`src/rtl/oag_pkg.sv`:
```
// Package for the operand and branch address generator: types and constants
package oag_pkg;

  // ----------------------------------------
  // Widths and fixed address forms
  // ----------------------------------------
  localparam int          ADDR_W      = 16;
  localparam logic [7:0]  TOP_PAGE_HI = 8'hFF;      // Short absolute page
  localparam logic [7:0]  ZERO_PAGE_HI = 8'h00;     // Indirect table page
  localparam logic [15:0] VEC_TOP     = 16'h003D;   // Last vector table byte
  localparam logic [15:0] STEP_BYTE   = 16'h0001;
  localparam logic [15:0] STEP_WORD   = 16'h0002;
  localparam logic [15:0] EVEN_MASK   = 16'hFFFE;
  localparam logic [2:0]  SP_INDEX    = 3'h7;       // Pointer that is also SP

  // ----------------------------------------
  // Decimal adjust constants
  // ----------------------------------------
  localparam logic [7:0]  BCD_LO_FIX  = 8'h06;
  localparam logic [7:0]  BCD_HI_FIX  = 8'h60;
  localparam logic [3:0]  BCD_NIB_MAX = 4'h9;
  localparam logic [7:0]  BCD_BYTE_MAX = 8'h99;

  // ----------------------------------------
  // Reset values
  // ----------------------------------------
  localparam logic [15:0] RST_WORD    = 16'h0000;
  localparam logic [7:0]  RST_BYTE    = 8'h00;

  // Addressing mode of the current request
  typedef enum logic [3:0] {
    OAG_MD_POSTINC,
    OAG_MD_PREDEC,
    OAG_MD_ABS8,
    OAG_MD_ABS16,
    OAG_MD_IMM8,
    OAG_MD_IMM16,
    OAG_MD_PCREL,
    OAG_MD_MEMIND,
    OAG_MD_SMALLK,
    OAG_MD_BITNUM
  } oag_mode_t;

  // Instruction group of the current request
  typedef enum logic [4:0] {
    OAG_OP_MOVE_BYTE,
    OAG_OP_MOVE_WORD,
    OAG_OP_JUMP,
    OAG_OP_JUMP_SUB,
    OAG_OP_BRANCH_SUB,
    OAG_OP_BRANCH_COND,
    OAG_OP_ADD_SMALL,
    OAG_OP_SUB_SMALL,
    OAG_OP_DEC_ADJ_ADD,
    OAG_OP_DEC_ADJ_SUB,
    OAG_OP_MULTIPLY,
    OAG_OP_DIVIDE,
    OAG_OP_COMPARE_WORD,
    OAG_OP_ADD_WORD,
    OAG_OP_SUB_WORD,
    OAG_OP_BIT,
    OAG_OP_ALU_BYTE
  } oag_op_t;

endpackage

```
`src/rtl/oag_core.sv`:
```
// Operand and branch address generator of an 8-bit CPU core
//
// Function
// RULE1 - Post-increment add_small_constant 1 for byte, 2 for word moves, after the access.
// RULE2 - Pre-decrement subtracts 1 for byte, 2 for word moves, before the access.
// RULE3 - Short absolute byte moves use upper address byte all ones.
// RULE4 - Full 16-bit absolute address for moves, jump and jump to subroutine.
// RULE5 - 8-bit immediate from byte 2; 16-bit immediate from bytes 3 and 4.
// RULE6 - Only the word move may carry a 16-bit immediate.
// RULE7 - Small-constant add and subtract take 1 or 2 from the opcode.
// RULE8 - Bit instructions decode a 3-bit bit number in byte 2 or 4.
// RULE9 - Branch target is PC plus sign-extended byte 2, forced even.
// RULE10 - Branch reach spans 126 bytes back to 128 bytes forward.
// RULE11 - Memory indirect reads the word at zero-page byte 2 as target.
// RULE12 - Software keeps in mind the vector table sits low in that page.
// RULE13 - Odd branch targets and word move addresses drop bit 0.
// RULE14 - Bit instructions act on one bit 0 to 7 of a byte.
// RULE15 - All arithmetic and logic ops take bytes except small-constant ones.
// RULE16 - Decimal adjust corrects each nibble as one packed BCD digit.
// RULE17 - Word operands only for word move, add, sub, compare, small, mul, div.
// RULE18 - Any 16-bit register may be the pointer; register 7 is the stack.
`timescale 1ns/1ps
`default_nettype none

module oag_core
(
  input  wire logic              clk_i,
  input  wire logic              rst_i,
  input  wire logic              req_i,
  input  wire oag_pkg::oag_mode_t mode_i,
  input  wire oag_pkg::oag_op_t  op_i,
  input  wire logic              word_i,
  input  wire logic [2:0]        reg_sel_i,
  input  wire logic [15:0]       ptr_i,
  input  wire logic [15:0]       pc_i,
  input  wire logic [7:0]        ib2_i,
  input  wire logic [15:0]       ext_i,
  input  wire logic              k_two_i,
  input  wire logic              bit_in_b4_i,
  input  wire logic [7:0]        dadj_val_i,
  input  wire logic              dadj_c_i,
  input  wire logic              dadj_h_i,
  input  wire logic              mem_ack_i,
  input  wire logic [15:0]       mem_data_i,
  output logic                   busy_o,
  output logic                   done_o,
  output logic [15:0]            ea_o,
  output logic [15:0]            imm_o,
  output logic                   ptr_we_o,
  output logic [2:0]             ptr_sel_o,
  output logic [15:0]            ptr_wdata_o,
  output logic                   sp_used_o,
  output logic [7:0]             bit_mask_o,
  output logic                   mem_rd_o,
  output logic [15:0]            mem_addr_o,
  output logic                   illegal_o,
  output logic                   vec_hit_o,
  output logic [7:0]             dadj_o,
  output logic                   dadj_c_o
);
  import oag_pkg::*;

  // ----------------------------------------
  // Helper functions
  // ----------------------------------------

  // Word accesses ignore bit 0 of the address
  function automatic logic [15:0] even_addr(input logic [15:0] a);
    even_addr = a & EVEN_MASK; // RULE13
  endfunction

  // Step size from operand size
  function automatic logic [15:0] step_of(input logic w);
    step_of = w ? STEP_WORD : STEP_BYTE;
  endfunction

  // One-hot select of a bit in a byte
  function automatic logic [7:0] bit_sel(input logic [2:0] n);
    bit_sel = 8'h01 << n; // RULE14
  endfunction

  // Packed BCD correction after add or subtract
  function automatic logic [8:0] bcd_fix(
    input logic [7:0] v,
    input logic       c,
    input logic       h,
    input logic       sub
  );
    logic [7:0] fix;
    logic       co;
    fix = RST_BYTE;
    co  = c;
    if (sub)
    begin
      if (h)
        fix = fix | BCD_LO_FIX;
      if (c)
        fix = fix | BCD_HI_FIX;
      bcd_fix = {co, v - fix};
    end
    else
    begin
      if (h || (v[3:0] > BCD_NIB_MAX))
        fix = fix | BCD_LO_FIX;
      if (c || (v > BCD_BYTE_MAX))
      begin
        fix = fix | BCD_HI_FIX;
        co  = 1'b1;
      end
      bcd_fix = {co, v + fix};
    end
  endfunction

  // ----------------------------------------
  // Request classification
  // ----------------------------------------
  logic        word_op;
  logic        small_op;
  logic        bad_req;
  logic [15:0] step;
  logic [15:0] ptr_dec;
  logic [15:0] ptr_inc;
  logic [15:0] br_sum;
  logic [15:0] ind_addr;
  logic [2:0]  bit_num;
  logic [8:0]  dadj_res;

  // Groups allowed to carry word operands
  always_comb
  begin
    case (op_i)
      OAG_OP_MOVE_WORD,
      OAG_OP_ADD_WORD,
      OAG_OP_SUB_WORD,
      OAG_OP_COMPARE_WORD,
      OAG_OP_ADD_SMALL,
      OAG_OP_SUB_SMALL,
      OAG_OP_MULTIPLY,
      OAG_OP_DIVIDE: word_op = 1'b1; // RULE17
      default:       word_op = 1'b0;
    endcase
  end

  assign small_op = (op_i == OAG_OP_ADD_SMALL) || (op_i == OAG_OP_SUB_SMALL);

  // Size and form checks; a refused request does no address work
  always_comb
  begin
    bad_req = 1'b0;
    if ((mode_i == OAG_MD_IMM16) && (op_i != OAG_OP_MOVE_WORD))
      bad_req = 1'b1; // RULE6
    else if (word_i && !word_op)
      bad_req = 1'b1; // RULE17
    else if (!word_i && small_op)
      bad_req = 1'b1; // RULE15
    else if ((mode_i == OAG_MD_ABS8) && (op_i != OAG_OP_MOVE_BYTE))
      bad_req = 1'b1; // RULE3
  end

  // Pointer arithmetic and branch sums
  assign step     = step_of(word_i);
  assign ptr_dec  = ptr_i - step;  // RULE2
  assign ptr_inc  = ptr_i + step;  // RULE1
  // Sign-extended byte gives -128..+127 around the next PC, the even force
  // trims that to the documented -126..+128 around the current one
  assign br_sum   = pc_i + {{8{ib2_i[7]}}, ib2_i}; // RULE9 RULE10
  assign ind_addr = {ZERO_PAGE_HI, ib2_i}; // RULE11
  assign bit_num  = bit_in_b4_i ? ext_i[6:4] : ib2_i[6:4]; // RULE8
  assign dadj_res = bcd_fix(dadj_val_i, dadj_c_i, dadj_h_i,
                            op_i == OAG_OP_DEC_ADJ_SUB); // RULE16

  // ----------------------------------------
  // Sequencer
  // ----------------------------------------
  typedef enum logic [0:0] {
    OAG_ST_IDLE,
    OAG_ST_IND
  } oag_state_t;

  oag_state_t state_r;
  oag_state_t state_nxt;
  logic       start;
  logic       ind_done;

  assign start    = (state_r == OAG_ST_IDLE) && req_i;
  assign ind_done = (state_r == OAG_ST_IND) && mem_ack_i;

  // Only the memory indirect mode needs a second step
  always_comb
  begin
    state_nxt = state_r;
    case (state_r)
      OAG_ST_IDLE:
        if (req_i && !bad_req && (mode_i == OAG_MD_MEMIND))
          state_nxt = OAG_ST_IND;
      OAG_ST_IND:
        if (mem_ack_i)
          state_nxt = OAG_ST_IDLE;
      default:
        state_nxt = OAG_ST_IDLE;
    endcase
  end

  // State register
  always_ff @(posedge clk_i or posedge rst_i)
  begin
    if (rst_i)
      state_r <= OAG_ST_IDLE;
    else
      state_r <= state_nxt;
  end

  // Busy mirrors the indirect wait
  always_ff @(posedge clk_i or posedge rst_i)
  begin
    if (rst_i)
      busy_o <= 1'b0;
    else
      busy_o <= (state_nxt == OAG_ST_IND);
  end

  // Done pulses in the same cycle that the address appears on ea_o
  always_ff @(posedge clk_i or posedge rst_i)
  begin
    if (rst_i)
      done_o <= 1'b0;
    else
      done_o <= (start && (bad_req || (mode_i != OAG_MD_MEMIND))) || ind_done;
  end

  // Refused requests flag for one cycle alongside done
  always_ff @(posedge clk_i or posedge rst_i)
  begin
    if (rst_i)
      illegal_o <= 1'b0;
    else
      illegal_o <= start && bad_req;
  end

  // ----------------------------------------
  // Effective address
  // ----------------------------------------
  always_ff @(posedge clk_i or posedge rst_i)
  begin
    if (rst_i)
      ea_o <= RST_WORD;
    else if (ind_done)
      ea_o <= even_addr(mem_data_i); // RULE11 RULE13
    else if (start && !bad_req)
    begin
      case (mode_i)
        OAG_MD_POSTINC:
          ea_o <= word_i ? even_addr(ptr_i) : ptr_i; // RULE1 RULE13
        OAG_MD_PREDEC:
          ea_o <= word_i ? even_addr(ptr_dec) : ptr_dec; // RULE2 RULE13
        OAG_MD_ABS8:
          ea_o <= {TOP_PAGE_HI, ib2_i}; // RULE3
        OAG_MD_ABS16:
          if (word_i || (op_i == OAG_OP_JUMP) || (op_i == OAG_OP_JUMP_SUB))
            ea_o <= even_addr(ext_i); // RULE4 RULE13
          else
            ea_o <= ext_i; // RULE4
        OAG_MD_PCREL:
          ea_o <= even_addr(br_sum); // RULE9 RULE13
        default:
          ea_o <= ea_o;
      endcase
    end
  end

  // ----------------------------------------
  // Immediate and bit select
  // ----------------------------------------
  always_ff @(posedge clk_i or posedge rst_i)
  begin
    if (rst_i)
      imm_o <= RST_WORD;
    else if (start && !bad_req)
    begin
      case (mode_i)
        OAG_MD_IMM8:   imm_o <= {ZERO_PAGE_HI, ib2_i}; // RULE5
        OAG_MD_IMM16:  imm_o <= ext_i; // RULE5 RULE6
        OAG_MD_SMALLK: imm_o <= k_two_i ? STEP_WORD : STEP_BYTE; // RULE7
        OAG_MD_BITNUM: imm_o <= {13'h0000, bit_num}; // RULE8
        default:       imm_o <= imm_o;
      endcase
    end
  end

  // Mask of the selected bit of the byte operand
  always_ff @(posedge clk_i or posedge rst_i)
  begin
    if (rst_i)
      bit_mask_o <= RST_BYTE;
    else if (start && !bad_req && (mode_i == OAG_MD_BITNUM))
      bit_mask_o <= bit_sel(bit_num); // RULE8 RULE14
  end

  // ----------------------------------------
  // Pointer write-back
  // ----------------------------------------
  // Any of the eight registers may be named; the register file applies it
  always_ff @(posedge clk_i or posedge rst_i)
  begin
    if (rst_i)
    begin
      ptr_we_o    <= 1'b0;
      ptr_sel_o   <= 3'h0;
      ptr_wdata_o <= RST_WORD;
      sp_used_o   <= 1'b0;
    end
    else
    begin
      ptr_we_o <= start && !bad_req &&
                  ((mode_i == OAG_MD_POSTINC) || (mode_i == OAG_MD_PREDEC));
      if (start && !bad_req)
      begin
        ptr_sel_o <= reg_sel_i; // RULE18
        sp_used_o <= (reg_sel_i == SP_INDEX); // RULE18
        if (mode_i == OAG_MD_POSTINC)
          ptr_wdata_o <= ptr_inc; // RULE1
        else if (mode_i == OAG_MD_PREDEC)
          ptr_wdata_o <= ptr_dec; // RULE2
      end
    end
  end

  // ----------------------------------------
  // Indirect table read
  // ----------------------------------------
  // Read is held until acknowledged; the table word is always even aligned
  always_ff @(posedge clk_i or posedge rst_i)
  begin
    if (rst_i)
    begin
      mem_rd_o   <= 1'b0;
      mem_addr_o <= RST_WORD;
      vec_hit_o  <= 1'b0;
    end
    else if (start && !bad_req && (mode_i == OAG_MD_MEMIND))
    begin
      mem_rd_o   <= 1'b1;
      mem_addr_o <= even_addr(ind_addr); // RULE11 RULE13
      vec_hit_o  <= (ind_addr <= VEC_TOP); // RULE12
    end
    else if (ind_done)
      mem_rd_o <= 1'b0;
  end

  // ----------------------------------------
  // Decimal adjust
  // ----------------------------------------
  // Result is only meaningful for the two adjust groups
  always_ff @(posedge clk_i or posedge rst_i)
  begin
    if (rst_i)
    begin
      dadj_o   <= RST_BYTE;
      dadj_c_o <= 1'b0;
    end
    else if (start && !bad_req && ((op_i == OAG_OP_DEC_ADJ_ADD) ||
                                   (op_i == OAG_OP_DEC_ADJ_SUB)))
    begin
      dadj_o   <= dadj_res[7:0]; // RULE16
      dadj_c_o <= dadj_res[8];
    end
  end

endmodule
`default_nettype wire

```
`config.mk`:
```
export PLATFORM = sky130hd
export DESIGN_NAME = oag_core
export DESIGN_NICKNAME = d
export VERILOG_FILES = /design/src/rtl/oag_pkg.sv /design/src/rtl/oag_core.sv
export SDC_FILE = /design/constraint.sdc
export NUM_CORES = 1
export LEC_CHECK = 0
export ABC_AREA = 1
export BUFFER_PORTS_ARGS = -buffer_cell sky130_fd_sc_hd__buf_2
export CORE_MARGIN = 4
export CORE_UTILIZATION = 35
export CTS_CLUSTER_SIZE = 25
export DETAILED_ROUTE_END_ITERATION = 12
export PLACE_DENSITY_LB_ADDON = 0.05
export SYNTH_ARGS = -nofsm -noshare
export SYNTH_HDL_FRONTEND = slang
export SYNTH_SLANG_ARGS = --single-unit
```
`constraint.sdc`:
```
create_clock -name clk_i -period 3.5 [get_ports clk_i]
set_input_delay 0.525 -clock clk_i [delete_from_list [all_inputs] [get_ports clk_i]]
set_output_delay 0.525 -clock clk_i [all_outputs]
set_load 0.1 [all_outputs]
```
==> summary.md, run 1 <==
| Metric | Value |
|---|---|
| Outcome | finished clean |
| Wire length reported by the detailed router | roughly 21000 microns |
| Data required time at the worst endpoint | between 3 and 4 ns |
| Ys Warns | 0 |
| Proportion of layout cells with a drive suffix above 1 | around a fifth |
| P_leak | between 4 and 5 nW |
| Initial core utilization | roughly 36% |
| Antenna violations before repair | 3 |
| Number of nets in the final layout | 1314 |
| Most common cell after layout, fill and taps aside | sky130_fd_sc_hd__nand2_1 |
| Final worst-path cycle share | 67.9% |
| Diodes inserted | 0 |
| Time the final worst path needs with I/O delays and setup | roughly 2.4 ns |
| Chip height | 143 microns |
| Max Root-Sink Buffers | 2 |
| Post-synthesis instance total | a little over 1000 |
| Detailed-route vias per instance | about 4.8 |
| Setup repair after global routing missed its margin | false |
| Mean instance size in the synthesized netlist | 6.34 sq um |
| Non-Filler Instances | between 1000 and 1500 |
| Mux contribution to synthesized area | 0% |
| Die width | ~140 microns |
| Total standard cell area after synthesis | about 0.0064 sq mm |
| Number of max-slew violations in the final report | 0 |
| Number of flip-flops and latches in the synthesized netlist | between 80 and 90 |
| Synth unique cells | 43 |
| Global placement routability congestion | 0.859 |
| Root buf cell | sky130_fd_sc_hd__clkbuf_16 |
| Net switching component of the power | 2.70 mW |
| Max frequency | between 400 and 500 MHz |
| Via count of the first global-routing pass | around 6400 |
| Commonest cells after routing, fill and taps aside | 398 x sky130_fd_sc_hd__nand2_1, 181 x sky130_fd_sc_hd__buf_2, 103 x sky130_fd_sc_hd__inv_1, 99 x sky130_fd_sc_hd__nor2_1, 82 x sky130_fd_sc_hd__dfrtp_1 |
| Max-capacitance violation count | 0 |
| Xor/xnor cell area share of the yosys netlist | about 2.7% |
| Total design power | around 4.9 mW |
| Post-route cell area | just under 0.008 sq mm |
| Comb pwr share | about 53% |
| Hpwl dp | 17200 microns |
| First-pass GRT wire length | roughly 34000 microns |
| Final Hold Fails | 0 |
| All-Layer GR Usage | 21.0% |
| Clock tree from TritonCTS | yes |
| Worst setup path class | primary input to register |
| CTS hold repair buffers | 0 |
| Register area share after synthesis | ~32% |
| Post-DR wirelength/cell | 15.0 microns |
| Area growth from synthesis to layout | 22.8% |
| Pin count of the biggest net entering global routing | 34 |
| Number of instances in the placed design | approximately 1400 |
| Main combinational cell family by area after synthesis | simple AND/OR/NAND/NOR gates |
| Clock buffers created by TritonCTS | 9 |
| Standard-cell row count | 49 |
| Share of total power in the clock network | a little over a fifth |
| Total Neg Setup Slack | 0 ns |
| Slew headroom | approximately 60% |
| Number of DRC markers after the initial detailed-route iteration | a little under 400 |
| Setup violators final | 0 |
| Maximum fanout along the worst path | 3 |
| Simple logic cell fraction of the synthesized area | a little under two fifths |
| Switching share of total power | a little over half |
| Largest clock skew in the final design | ~0.0055 ns |
| Power density of the placed cells | 628 mW/mm^2 |
| Type of element capturing the critical path | register |
| Worst vdd ir | ~0.41 mV |
| H-tree level count | 3 |
| Count of buffers added by post-CTS timing repair for setup | 0 |
| Data arrival, critical path | between 2 and 3 ns |
| Flop pwr share | 25.9% |
| CTS clk-pin slew, worst paths | 0.06 ns |
| Placeable core region | 0.0180 sq mm |
| Die Area | slightly above 0.02 sq mm |
| TritonCTS sink count | a little over 80 |
| Utilization after layout | 43.6% |
| Number of DRC violations after detailed routing | 0 |
| DR vias | between 6000 and 7000 |
| Number of top-level design ports | roughly 190 |
| Register-to-register path setup slack | around 1.6 ns |
| Antenna viol nets, final | 0 |
| Type of the worst min-delay path | primary input to asynchronous set/reset pin |
| Worst skew pair latency | roughly 0.35 ns |
| Number of buffers added on ports | roughly 180 |
| # resized after CTS | 0 |
| Area after DPL | 0.00750 sq mm |
| Length of the first detailed-routing pass in iterations | 5 |
| Category of the worst setup path launch point | primary input |
| Overflow left after global routing | 0 |
| Adder and majority gate portion of the synthesized area | 6.24% |
| Compound-Gate Fraction of Synth Area | around 11% |
| Design internal power | around 2.2 mW |
| Worst Max-Slew Pin Slew | 0.619 ns |
-- final timing paths --
path | from | to | cells after the start
min reg2reg | bit_mask_o[7] | bit_mask_o[7] | 2
max | dadj_val_i[2] | dadj_o[7] | 14
max reg2reg | busy_o | ea_o[7] | 8
min in group clk_i | dadj_val_i[0] | dadj_o[0] | 3
min | rst_i | ptr_sel_o[1] | 2
max in group asynchronous | rst_i | imm_o[14] | 3
-- kinds of logic (layout without fill, tap and decap cells) --
family | count (synthesis) | in the layout
and+or+nand+nor | 594 | 594
xor gates and xnor gates | 20 | 20
DFF | 82 | 82
adders and majority gates | 30 | 30
AOI/OAI and AO/OA | 129 | 129
other | 1 | 9
buffers and inverters | 150 | 324
-- critical path, cell delays in order --
cell and delay, ns:
sky130_fd_sc_hd__buf_2 0.10, sky130_fd_sc_hd__o21ai_0 0.17, sky130_fd_sc_hd__inv_1 0.07, sky130_fd_sc_hd__a211o_1 0.27, sky130_fd_sc_hd__a21oi_1 0.18, sky130_fd_sc_hd__ha_1 0.26
sky130_fd_sc_hd__nand2_1 0.07, sky130_fd_sc_hd__nand2_1 0.06, sky130_fd_sc_hd__ha_1 0.31, sky130_fd_sc_hd__nand2_1 0.09, sky130_fd_sc_hd__o21ai_0 0.08, sky130_fd_sc_hd__a21oi_1 0.19
sky130_fd_sc_hd__xnor2_1 0.13, sky130_fd_sc_hd__o21ai_0 0.08
-- cells in the mapped netlist, drive strengths merged --
cell type / count / area, sq um
ha: 27 / 338
clkinv: 1 / 3.75
buf: 21 / 134
a22oi: 1 / 7.51
o311ai: 1 / 8.76
o21bai: 1 / 7.51
a211o: 2 / 17.5
o21a: 1 / 7.51
nand2: 400 / 1510
nand4: 15 / 93.8
o31a: 1 / 8.76
fa: 3 / 60.1
a221oi: 1 / 8.76
conb: 1 / 3.75
nor2: 103 / 402
and2: 3 / 18.8
nand3b: 5 / 37.5
a21oi: 33 / 165
xor2: 17 / 149
o2111ai: 1 / 8.76
nor3: 7 / 40.0
dfrtp: 82 / 2050
clkbuf: 13 / 48.8
xnor2: 3 / 26.3
nand3: 57 / 298
a31oi: 4 / 25.0
o211ai: 2 / 15.0
o22ai: 8 / 50.1
o21ai: 73 / 377
inv: 115 / 432
or2: 4 / 25.0
-- power groups by stage --
stage | combinational [mW] | sequential, mW | clock [mW]
6_report | 2.59 | 1.27 | 1.06
5_1_grt | 2.74 | 1.30 | 1.13
4_1_cts | 2.61 | 1.27 | 1.10
3_5_place_dp | 2.60 | 1.28 | 0
3_3_place_gp | 2.60 | 1.29 | 0
2_1_floorplan | 0.563 | 2.84 | 0
-- stage by stage --
stage | hold slack, ns | worst slack, ns
after floorplan | 0.635 | 0.867
after global placement | 0.451 | 0.762
after detailed placement | 0.462 | 0.761
after CTS | 0.169 | 1.13
after global routing | 0.201 | 0.901
final | 0.170 | 1.12
-- routing by layer --
metal | share of wire (%) | vias to the layer above | track usage, %
met1 | 47 | 3020 | 28.8
met4 | 1.2 | 6 | 5.00
li1 | - | 3539 | -
met2 | 45 | 182 | 34.0
met3 | 6.5 | 24 | 4.52
met5 | 0.13 | - | 0
-- cell type report --
cell class                      instances  area, sq um
Clock buffer                           10          239
Clock inverter                          6         90.1
Tap cell                              229          287
Multi-Input combinational cell        782         3740
Fill cell                            2002        10100
Inverter                              116          437
Sequential cell                        82         2050
Timing Repair Buffer                  192          988
-- sequential cells by signal, summed over array words and instances, names as in the netlist, 3 cells and up --
signal,cells
mem_addr_o,7
dadj_o,8
bit_mask_o,8
imm_o,16
ptr_sel_o,3
ptr_wdata_o,16
ea_o,16
No activity file was read; power rests on OpenSTA's default activity.
==> inputs of run 2 (changes only) <==
==> constraint.sdc (replaced) <==
create_clock -name clk_i -period 2.2 [get_ports clk_i]
set_input_delay 0.33 -clock clk_i [delete_from_list [all_inputs] [get_ports clk_i]]
set_output_delay 0.33 -clock clk_i [all_outputs]
set_load 0.1 [all_outputs]
==> run 2 against run 1 <==
Power increased by 57%. Worst hold slack got worse by 0.084 ns. Clock skew increased by 0.0024 ns.
==> summary.md, run 2 (same netlist as run 1, synthesis figures left out) <==
| Metric | Value |
|---|---|
| TritonCTS sink count | 82 (unchanged) |
| Share of total power in the clock network | 19.4% (-2.1 points) |
| Setup repair after global routing missed its margin | false |
| Slew headroom | 59.1% (+0.79 points) |
| Setup violators final | 0 (unchanged) |
| Detailed-route vias per instance | 4.71 (-1.5%) |
| Die Area | 0.0205 sq mm (unchanged) |
| DR vias | 6898 (+1.9%) |
| Placeable core region | 0.0180 sq mm (unchanged) |
| Dpl ws | -0.222 ns (-0.983 ns) |
| Data required time at the worst endpoint | 2.42 ns (-1.30 ns) |
| Number of DRC markers after the initial detailed-route iteration | 413 (+4.6%) |
| CTS hold repair buffers | 0 (unchanged) |
| Antenna viol nets, final | 0 (unchanged) |
| Hpwl dp | 17300 microns (+0.34%) |
| Area after DPL | 0.00788 sq mm (+5.0%) |
| H-tree level count | 3 (unchanged) |
| Pin count of the biggest net entering global routing | 83 (+140%) |
| Initial core utilization | 35.5% (unchanged) |
| All-Layer GR Usage | 20.9% (-0.16 points) |
| Utilization after layout | 45.6% (+2.0 points) |
| Clock tree from TritonCTS | yes |
| Max Root-Sink Buffers | 2 (unchanged) |
| Outcome | finished clean |
| Proportion of layout cells with a drive suffix above 1 | 22.9% (+3.3 points) |
| Largest clock skew in the final design | 0.00789 ns (+0.00240 ns) |
| Clock buffers created by TritonCTS | 9 (unchanged) |
| Met1 usage in global routing | 28.8% (about the same) |
| Type of the worst min-delay path | primary input to asynchronous set/reset pin |
| Global placement routability congestion | 0.867 (+1.0%) |
| Overflow left after global routing | 0 (unchanged) |
| Time the final worst path needs with I/O delays and setup | just over 2 ns |
| Most heavily used metal layer in global routing | met2 |
| Length of the first detailed-routing pass in iterations | 5 (unchanged) |
| Worst skew pair latency | 0.35 ns (about the same) |
| Min setup slack post-route | 0.167 ns (-0.957 ns) |
| P_leak | 4.72 nW (+4.8%) |
| Design internal power | 3.39 mW (+52%) |
| CTS clk-pin slew, worst paths | 0.06 ns (about the same) |
| Type of element capturing the critical path | register |
| Number of DRC violations after detailed routing | 0 (unchanged) |
| Post-route cell area | 0.00819 sq mm (+4.6%) |
| Final worst-path cycle share | 92.4% |
| Max-capacitance violation count | 0 (unchanged) |
| Number of top-level design ports | 192 (unchanged) |
| Met3 global-route usage | 4.05% (-0.47 points) |
| Max frequency | around 500 MHz |
| Commonest cells after routing, fill and taps aside | 398 x sky130_fd_sc_hd__nand2_1, 181 x sky130_fd_sc_hd__buf_2, 103 x sky130_fd_sc_hd__inv_1, 99 x sky130_fd_sc_hd__nor2_1, 82 x sky130_fd_sc_hd__dfrtp_1 |
| Switching share of total power | 56.1% (+1.3 points) |
| Antenna violations before repair | 2 (-1) |
| Number of buffers added on ports | 181 (unchanged) |
| Final Hold Fails | 0 (unchanged) |
| Flop pwr share | 26.2% (+0.3 points) |
| Non-Filler Instances | 1466 (+3.5%) |
| Via count of the first global-routing pass | 6477 (+0.51%) |
| Post-DR wirelength/cell | 14.6 microns (-3.3%) |
| Category of the worst setup path launch point | primary input |
| Number of nets in the final layout | 1361 (+3.6%) |
| Most common cell after layout, fill and taps aside | sky130_fd_sc_hd__nand2_1 |
| Root buf cell | sky130_fd_sc_hd__clkbuf_16 |
| Number of instances in the placed design | 1447 (+3.3%) |
| Comb pwr share | 54.4% (+1.8 points) |
| Tightest hold margin | 0.0851 ns (-0.0845 ns) |
| Number of max-slew violations in the final report | 0 (unchanged) |
| Area growth from synthesis to layout | 28.4% |
| Standard-cell row count | 49 (unchanged) |
| First-pass GRT wire length | 33700 microns (-0.20%) |
| Worst Max-Slew Pin Slew | 0.607 ns (-0.0118 ns) |
| Net switching component of the power | 4.33 mW (+60%) |
| Power density of the placed cells | 943 mW/mm^2 (+50%) |
| Largest regs | ea_o (16), imm_o (16), ptr_wdata_o (16) |
| Wire length reported by the detailed router | 21300 microns (about the same) |
| Worst setup path class | primary input to register |
| Chip height | 143 microns (unchanged) |
| Die width | 143 microns (unchanged) |
| Met2 track demand over resource in global routing | 33.0% (-0.94 points) |
| Maximum fanout along the worst path | 2 (-1) |
| Worst vdd ir | 0.721 mV (+75%) |
| Data arrival, critical path | 2.25 ns (-0.34 ns) |
[run 2: cell types whose count changed in the layout (fill, tap and decap cells not counted), sizes merged]
cell | previous run | this run
inv | 114 | 116
diode | 0 | 2
buf | 192 | 239
clkinvlp | 1 | 3
bufinv | 2 | 0
clkinv | 5 | 3
[run 2: power groups by stage]
stage / Clock, mW / Sequential [mW] / Combinational, mW
floorplan: 0 / 4.52 / 0.897
global placement: 0 / 2.05 / 4.20
finish: 1.50 / 2.02 / 4.20
global route: 1.60 / 2.06 / 4.44
detailed placement: 0 / 2.04 / 4.22
CTS: 1.54 / 2.02 / 4.22
[run 2: final timing paths]
check                         startpoint         to  slack, ns  cells past startpoint
min in group clk_i         dadj_val_i[0]  dadj_o[0]       0.19                      3
max reg2reg                       busy_o    ea_o[7]       0.54                      7
max                        dadj_val_i[2]  dadj_o[7]       0.17                     14
max in group asynchronous          rst_i    ea_o[9]       1.74                      3
min reg2reg                     imm_o[3]   imm_o[3]       0.47                      2
min                                rst_i  sp_used_o       0.09                      3
[run 2: layout make-up]
class                   instances  area [sq um]
fillers                      1983          9770
multi-input cells             782          3750
flip-flops and latches         82          2050
repair buffers                239          1370
inverters                     116           439
well taps                     229           287
clock buffers                  10           239
clock inverters                 6          50.0
diodes                          2          5.00
[run 2: timing repair]
item                                    4_1_cts  5_1_grt
hold endpoints to repair                      0        0
endpoints found under the setup margin        0        2
gates resized for setup                       0        4
buffers inserted                              0        1
[run 2: metal layers]
| layer | vias up | part of all wire, % |
|---|---|---|
| met2 | 178 | 44 |
| met4 | 2 | 1.9 |
| li1 | 3626 | - |
| met1 | 3065 | 48 |
| met5 | - | 0.056 |
| met3 | 27 | 6.3 |
[run 2: stage by stage]
stage / total power [mW] / TNS [ns]
6_report: 7.72 / 0
5_1_grt: 8.11 / 0
4_1_cts: 7.79 / 0
3_5_place_dp: 6.26 / -0.687
3_3_place_gp: 6.26 / -0.615
2_1_floorplan: 5.42 / 0
[run 2: critical path: stages]
cell                      delay, ns
sky130_fd_sc_hd__buf_2         0.10
sky130_fd_sc_hd__o21ai_1       0.12
sky130_fd_sc_hd__inv_1         0.07
sky130_fd_sc_hd__a211o_1       0.28
sky130_fd_sc_hd__a21oi_2       0.17
sky130_fd_sc_hd__ha_1          0.24
sky130_fd_sc_hd__nand2_1       0.06
sky130_fd_sc_hd__nand2_1       0.06
sky130_fd_sc_hd__ha_1          0.29
sky130_fd_sc_hd__nand2_1       0.08
sky130_fd_sc_hd__o21ai_1       0.07
sky130_fd_sc_hd__a21oi_1       0.15
sky130_fd_sc_hd__xnor2_1       0.13
sky130_fd_sc_hd__o21ai_0       0.09
==> inputs of run 3 (changes only) <==
--- a/config.mk
+++ b/config.mk
@@ -12,6 +12,7 @@
 export CTS_CLUSTER_SIZE = 25
 export DETAILED_ROUTE_END_ITERATION = 12
 export PLACE_DENSITY_LB_ADDON = 0.05
+export SLEW_MARGIN = 10
 export SYNTH_ARGS = -nofsm -noshare
 export SYNTH_HDL_FRONTEND = slang
 export SYNTH_SLANG_ARGS = --single-unit
==> constraint.sdc (replaced) <==
create_clock -name clk_i -period 2 [get_ports clk_i]
set_input_delay 0.3 -clock clk_i [delete_from_list [all_inputs] [get_ports clk_i]]
set_output_delay 0.3 -clock clk_i [all_outputs]
set_load 0.1 [all_outputs]
==> run 3 against run 2 <==
Critical path depth did not move. Clock power rose by 7%. Power rose by 11%. Cell count rose by 1.9%. Critical path type unchanged.
==> summary.md, run 3 (same netlist as run 1, synthesis figures left out) <==
| Metric | Value |
|---|---|
| Start point of the critical path | dadj_val_i[1] |
| Most common cell after layout, fill and taps aside | sky130_fd_sc_hd__nand2_1 |
| Post-route cell area | 0.00854 sq mm (+4.3%) |
| Worst Max-Slew Pin Slew | 0.623 ns (+0.0151 ns) |
| Number of nets in the final layout | 1390 (+2.1%) |
| Number of DRC violations after detailed routing | 0 (unchanged) |
| Number of top-level design ports | 192 (unchanged) |
| Wire length reported by the detailed router | 22000 microns (+3.3%) |
| Antenna violations before repair | 1 (-1) |
| CTS hold repair buffers | 0 (unchanged) |
| Proportion of layout cells with a drive suffix above 1 | 25.8% (+2.9 points) |
| P_leak | 4.88 nW (+3.4%) |
| Number of max-slew violations in the final report | 0 (unchanged) |
| Routed met2 length | 10100 microns (+6.6%) |
| Hpwl dp | 17800 microns (+3.1%) |
| All-Layer GR Usage | 21.6% (+0.70 points) |
| Worst setup path class | primary input to register |
| CTS clk-pin slew, worst paths | 0.07 ns (about the same) |
| Net switching component of the power | 4.80 mW (+11%) |
| Total design power | 8.56 mW (+11%) |
| Share of total power in the clock network | 18.8% (-0.6 points) |
| Design internal power | 3.76 mW (+11%) |
| Slew headroom | 58.4% (-0.67 points) |
| Number of DRC markers after the initial detailed-route iteration | 361 (-13%) |
| Worst vdd ir | 0.851 mV (+18%) |
| Setup repair after global routing missed its margin | true |
| Register-to-register path setup slack | 0.37 ns (-0.17 ns) |
| Time the final worst path needs with I/O delays and setup | about 2.0 ns |
| Post-DR wirelength/cell | 14.8 microns (+1.3%) |
| Clock tree from TritonCTS | yes |
| Outcome | finished clean |
| Routed met1 length | 10400 microns (+2.5%) |
| Data arrival, critical path | 2.19 ns (-0.06 ns) |
| Via count of the first global-routing pass | 6619 (+2.2%) |
| Overflow left after global routing | 0 (unchanged) |
| TritonCTS sink count | 82 (unchanged) |
| Commonest cells after routing, fill and taps aside | 395 x sky130_fd_sc_hd__nand2_1, 180 x sky130_fd_sc_hd__buf_2, 101 x sky130_fd_sc_hd__inv_1, 97 x sky130_fd_sc_hd__nor2_1, 82 x sky130_fd_sc_hd__dfrtp_1 |
| Clock buffers created by TritonCTS | 9 (unchanged) |
| Length of the first detailed-routing pass in iterations | 5 (unchanged) |
| Utilization after layout | 47.6% (+2.0 points) |
| Worst r2r dst | ea_o[2] |
| DR vias | 7023 (+1.8%) |
| Final Hold Fails | 0 (unchanged) |
| H-tree level count | 3 (unchanged) |
| Area after DPL | 0.00819 sq mm (+3.9%) |
| Area growth from synthesis to layout | 33.9% |
| Total Neg Setup Slack | 0 ns (unchanged) |
| Setup violators final | 0 (unchanged) |
| Number of buffers added on ports | 181 (unchanged) |
| Count of buffers added by post-CTS timing repair for setup | 0 (unchanged) |
| Max-capacitance violation count | 0 (unchanged) |
| Data required time at the worst endpoint | 2.23 ns (-0.19 ns) |
| Die Area | 0.0205 sq mm (unchanged) |
| Flop pwr share | 25.9% (-0.3 points) |
| Min setup slack post-route | 0.0349 ns (-0.132 ns) |
| Switching share of total power | 56.1% (about the same) |
| Max Root-Sink Buffers | 2 (unchanged) |
| Type of the worst min-delay path | primary input to asynchronous set/reset pin |
| Wire length on met3 | 1400 microns (+3.5%) |
| Critical R2R Launch | busy_o |
| Max frequency | about 510 MHz |
| Number of instances in the placed design | 1477 (+2.1%) |
| Placeable core region | 0.0180 sq mm (unchanged) |
| Path depth of the worst reg2reg path | 7 (unchanged) |
| Category of the worst setup path launch point | primary input |
| Non-Filler Instances | 1494 (+1.9%) |
| Root buf cell | sky130_fd_sc_hd__clkbuf_16 |
| Standard-cell row count | 49 (unchanged) |
| First-pass GRT wire length | 34800 microns (+3.3%) |
| Chip height | 143 microns (unchanged) |
| Top routing layer in use | met4 |
| Die width | 143 microns (unchanged) |
| Type of element capturing the critical path | register |
| Dpl ws | -0.381 ns (-0.160 ns) |
| Final worst-path cycle share | a little over nine tenths |
| Largest clock skew in the final design | 0.00848 ns (+0.000595 ns) |
| Power density of the placed cells | 1000 mW/mm^2 (+6.3%) |
| Pin count of the biggest net entering global routing | 35 (-58%) |
| Initial core utilization | 35.5% (unchanged) |
| Maximum fanout along the worst path | 3 (+1) |
| Detailed-route vias per instance | 4.70 (about the same) |
| Global placement routability congestion | 0.851 (-1.9%) |
| Comb pwr share | 55.3% (+0.9 points) |
| Tightest hold margin | 0.0260 ns (-0.0591 ns) |
| Largest regs | ea_o (16), imm_o (16), ptr_wdata_o (16) |
| Worst skew pair latency | 0.35 ns (about the same) |
| Antenna viol nets, final | 0 (unchanged) |
-- run 3: worst max-delay path by stage --
stage | end | slack (ns)
final | dadj_o[7] | 0.03
after global routing | dadj_o[7] | -0.09
after CTS | dadj_o[7] | 0.006
after detailed placement | dadj_o[7] | -0.38
after global placement | dadj_o[7] | -0.35
after floorplan | dadj_o[7] | -0.12
-- run 3: area by class of cell --
cell class	instances	area (sq um)
Antenna cell	1	2.50
Clock buffer	9	225
Timing Repair Buffer	268	1650
Tap cell	229	287
Multi-Input combinational cell	782	3820
Clock inverter	7	55.1
Sequential cell	82	2050
Fill cell	1935	9420
Inverter	116	443
-- run 3: routing by layer --
metal / vias up / track usage (%)
li1: 3678 / -
met1: 3145 / 29.8
met3: 10 / 4.22
met4: 0 / 4.20
met5: - / 0
met2: 190 / 35.3
-- run 3: worst max-delay path, cell delays in order --
cell	delay (ns)
sky130_fd_sc_hd__buf_6	0.09
sky130_fd_sc_hd__o21ai_2	0.14
sky130_fd_sc_hd__inv_2	0.05
sky130_fd_sc_hd__a211o_1	0.28
sky130_fd_sc_hd__a21oi_2	0.22
sky130_fd_sc_hd__ha_4	0.23
sky130_fd_sc_hd__nand2_2	0.06
sky130_fd_sc_hd__nand2_2	0.07
sky130_fd_sc_hd__ha_4	0.29
sky130_fd_sc_hd__nand2_4	0.07
sky130_fd_sc_hd__o21ai_2	0.12
sky130_fd_sc_hd__a21oi_2	0.05
sky130_fd_sc_hd__xnor2_1	0.14
sky130_fd_sc_hd__o21ai_1	0.08
-- run 3: power groups by stage --
stage	Clock, mW	Sequential, mW	Combinational, mW
finish	1.61	2.22	4.73
floorplan	0	4.97	0.993
CTS	1.68	2.22	4.72
global route	1.73	2.27	5.01
detailed placement	0	2.24	4.72
global placement	0	2.25	4.70
-- run 3: timing repair --
action	CTS	global route
pin swaps	1	14
setup endpoints to repair	1	6
gates resized for setup	0	21
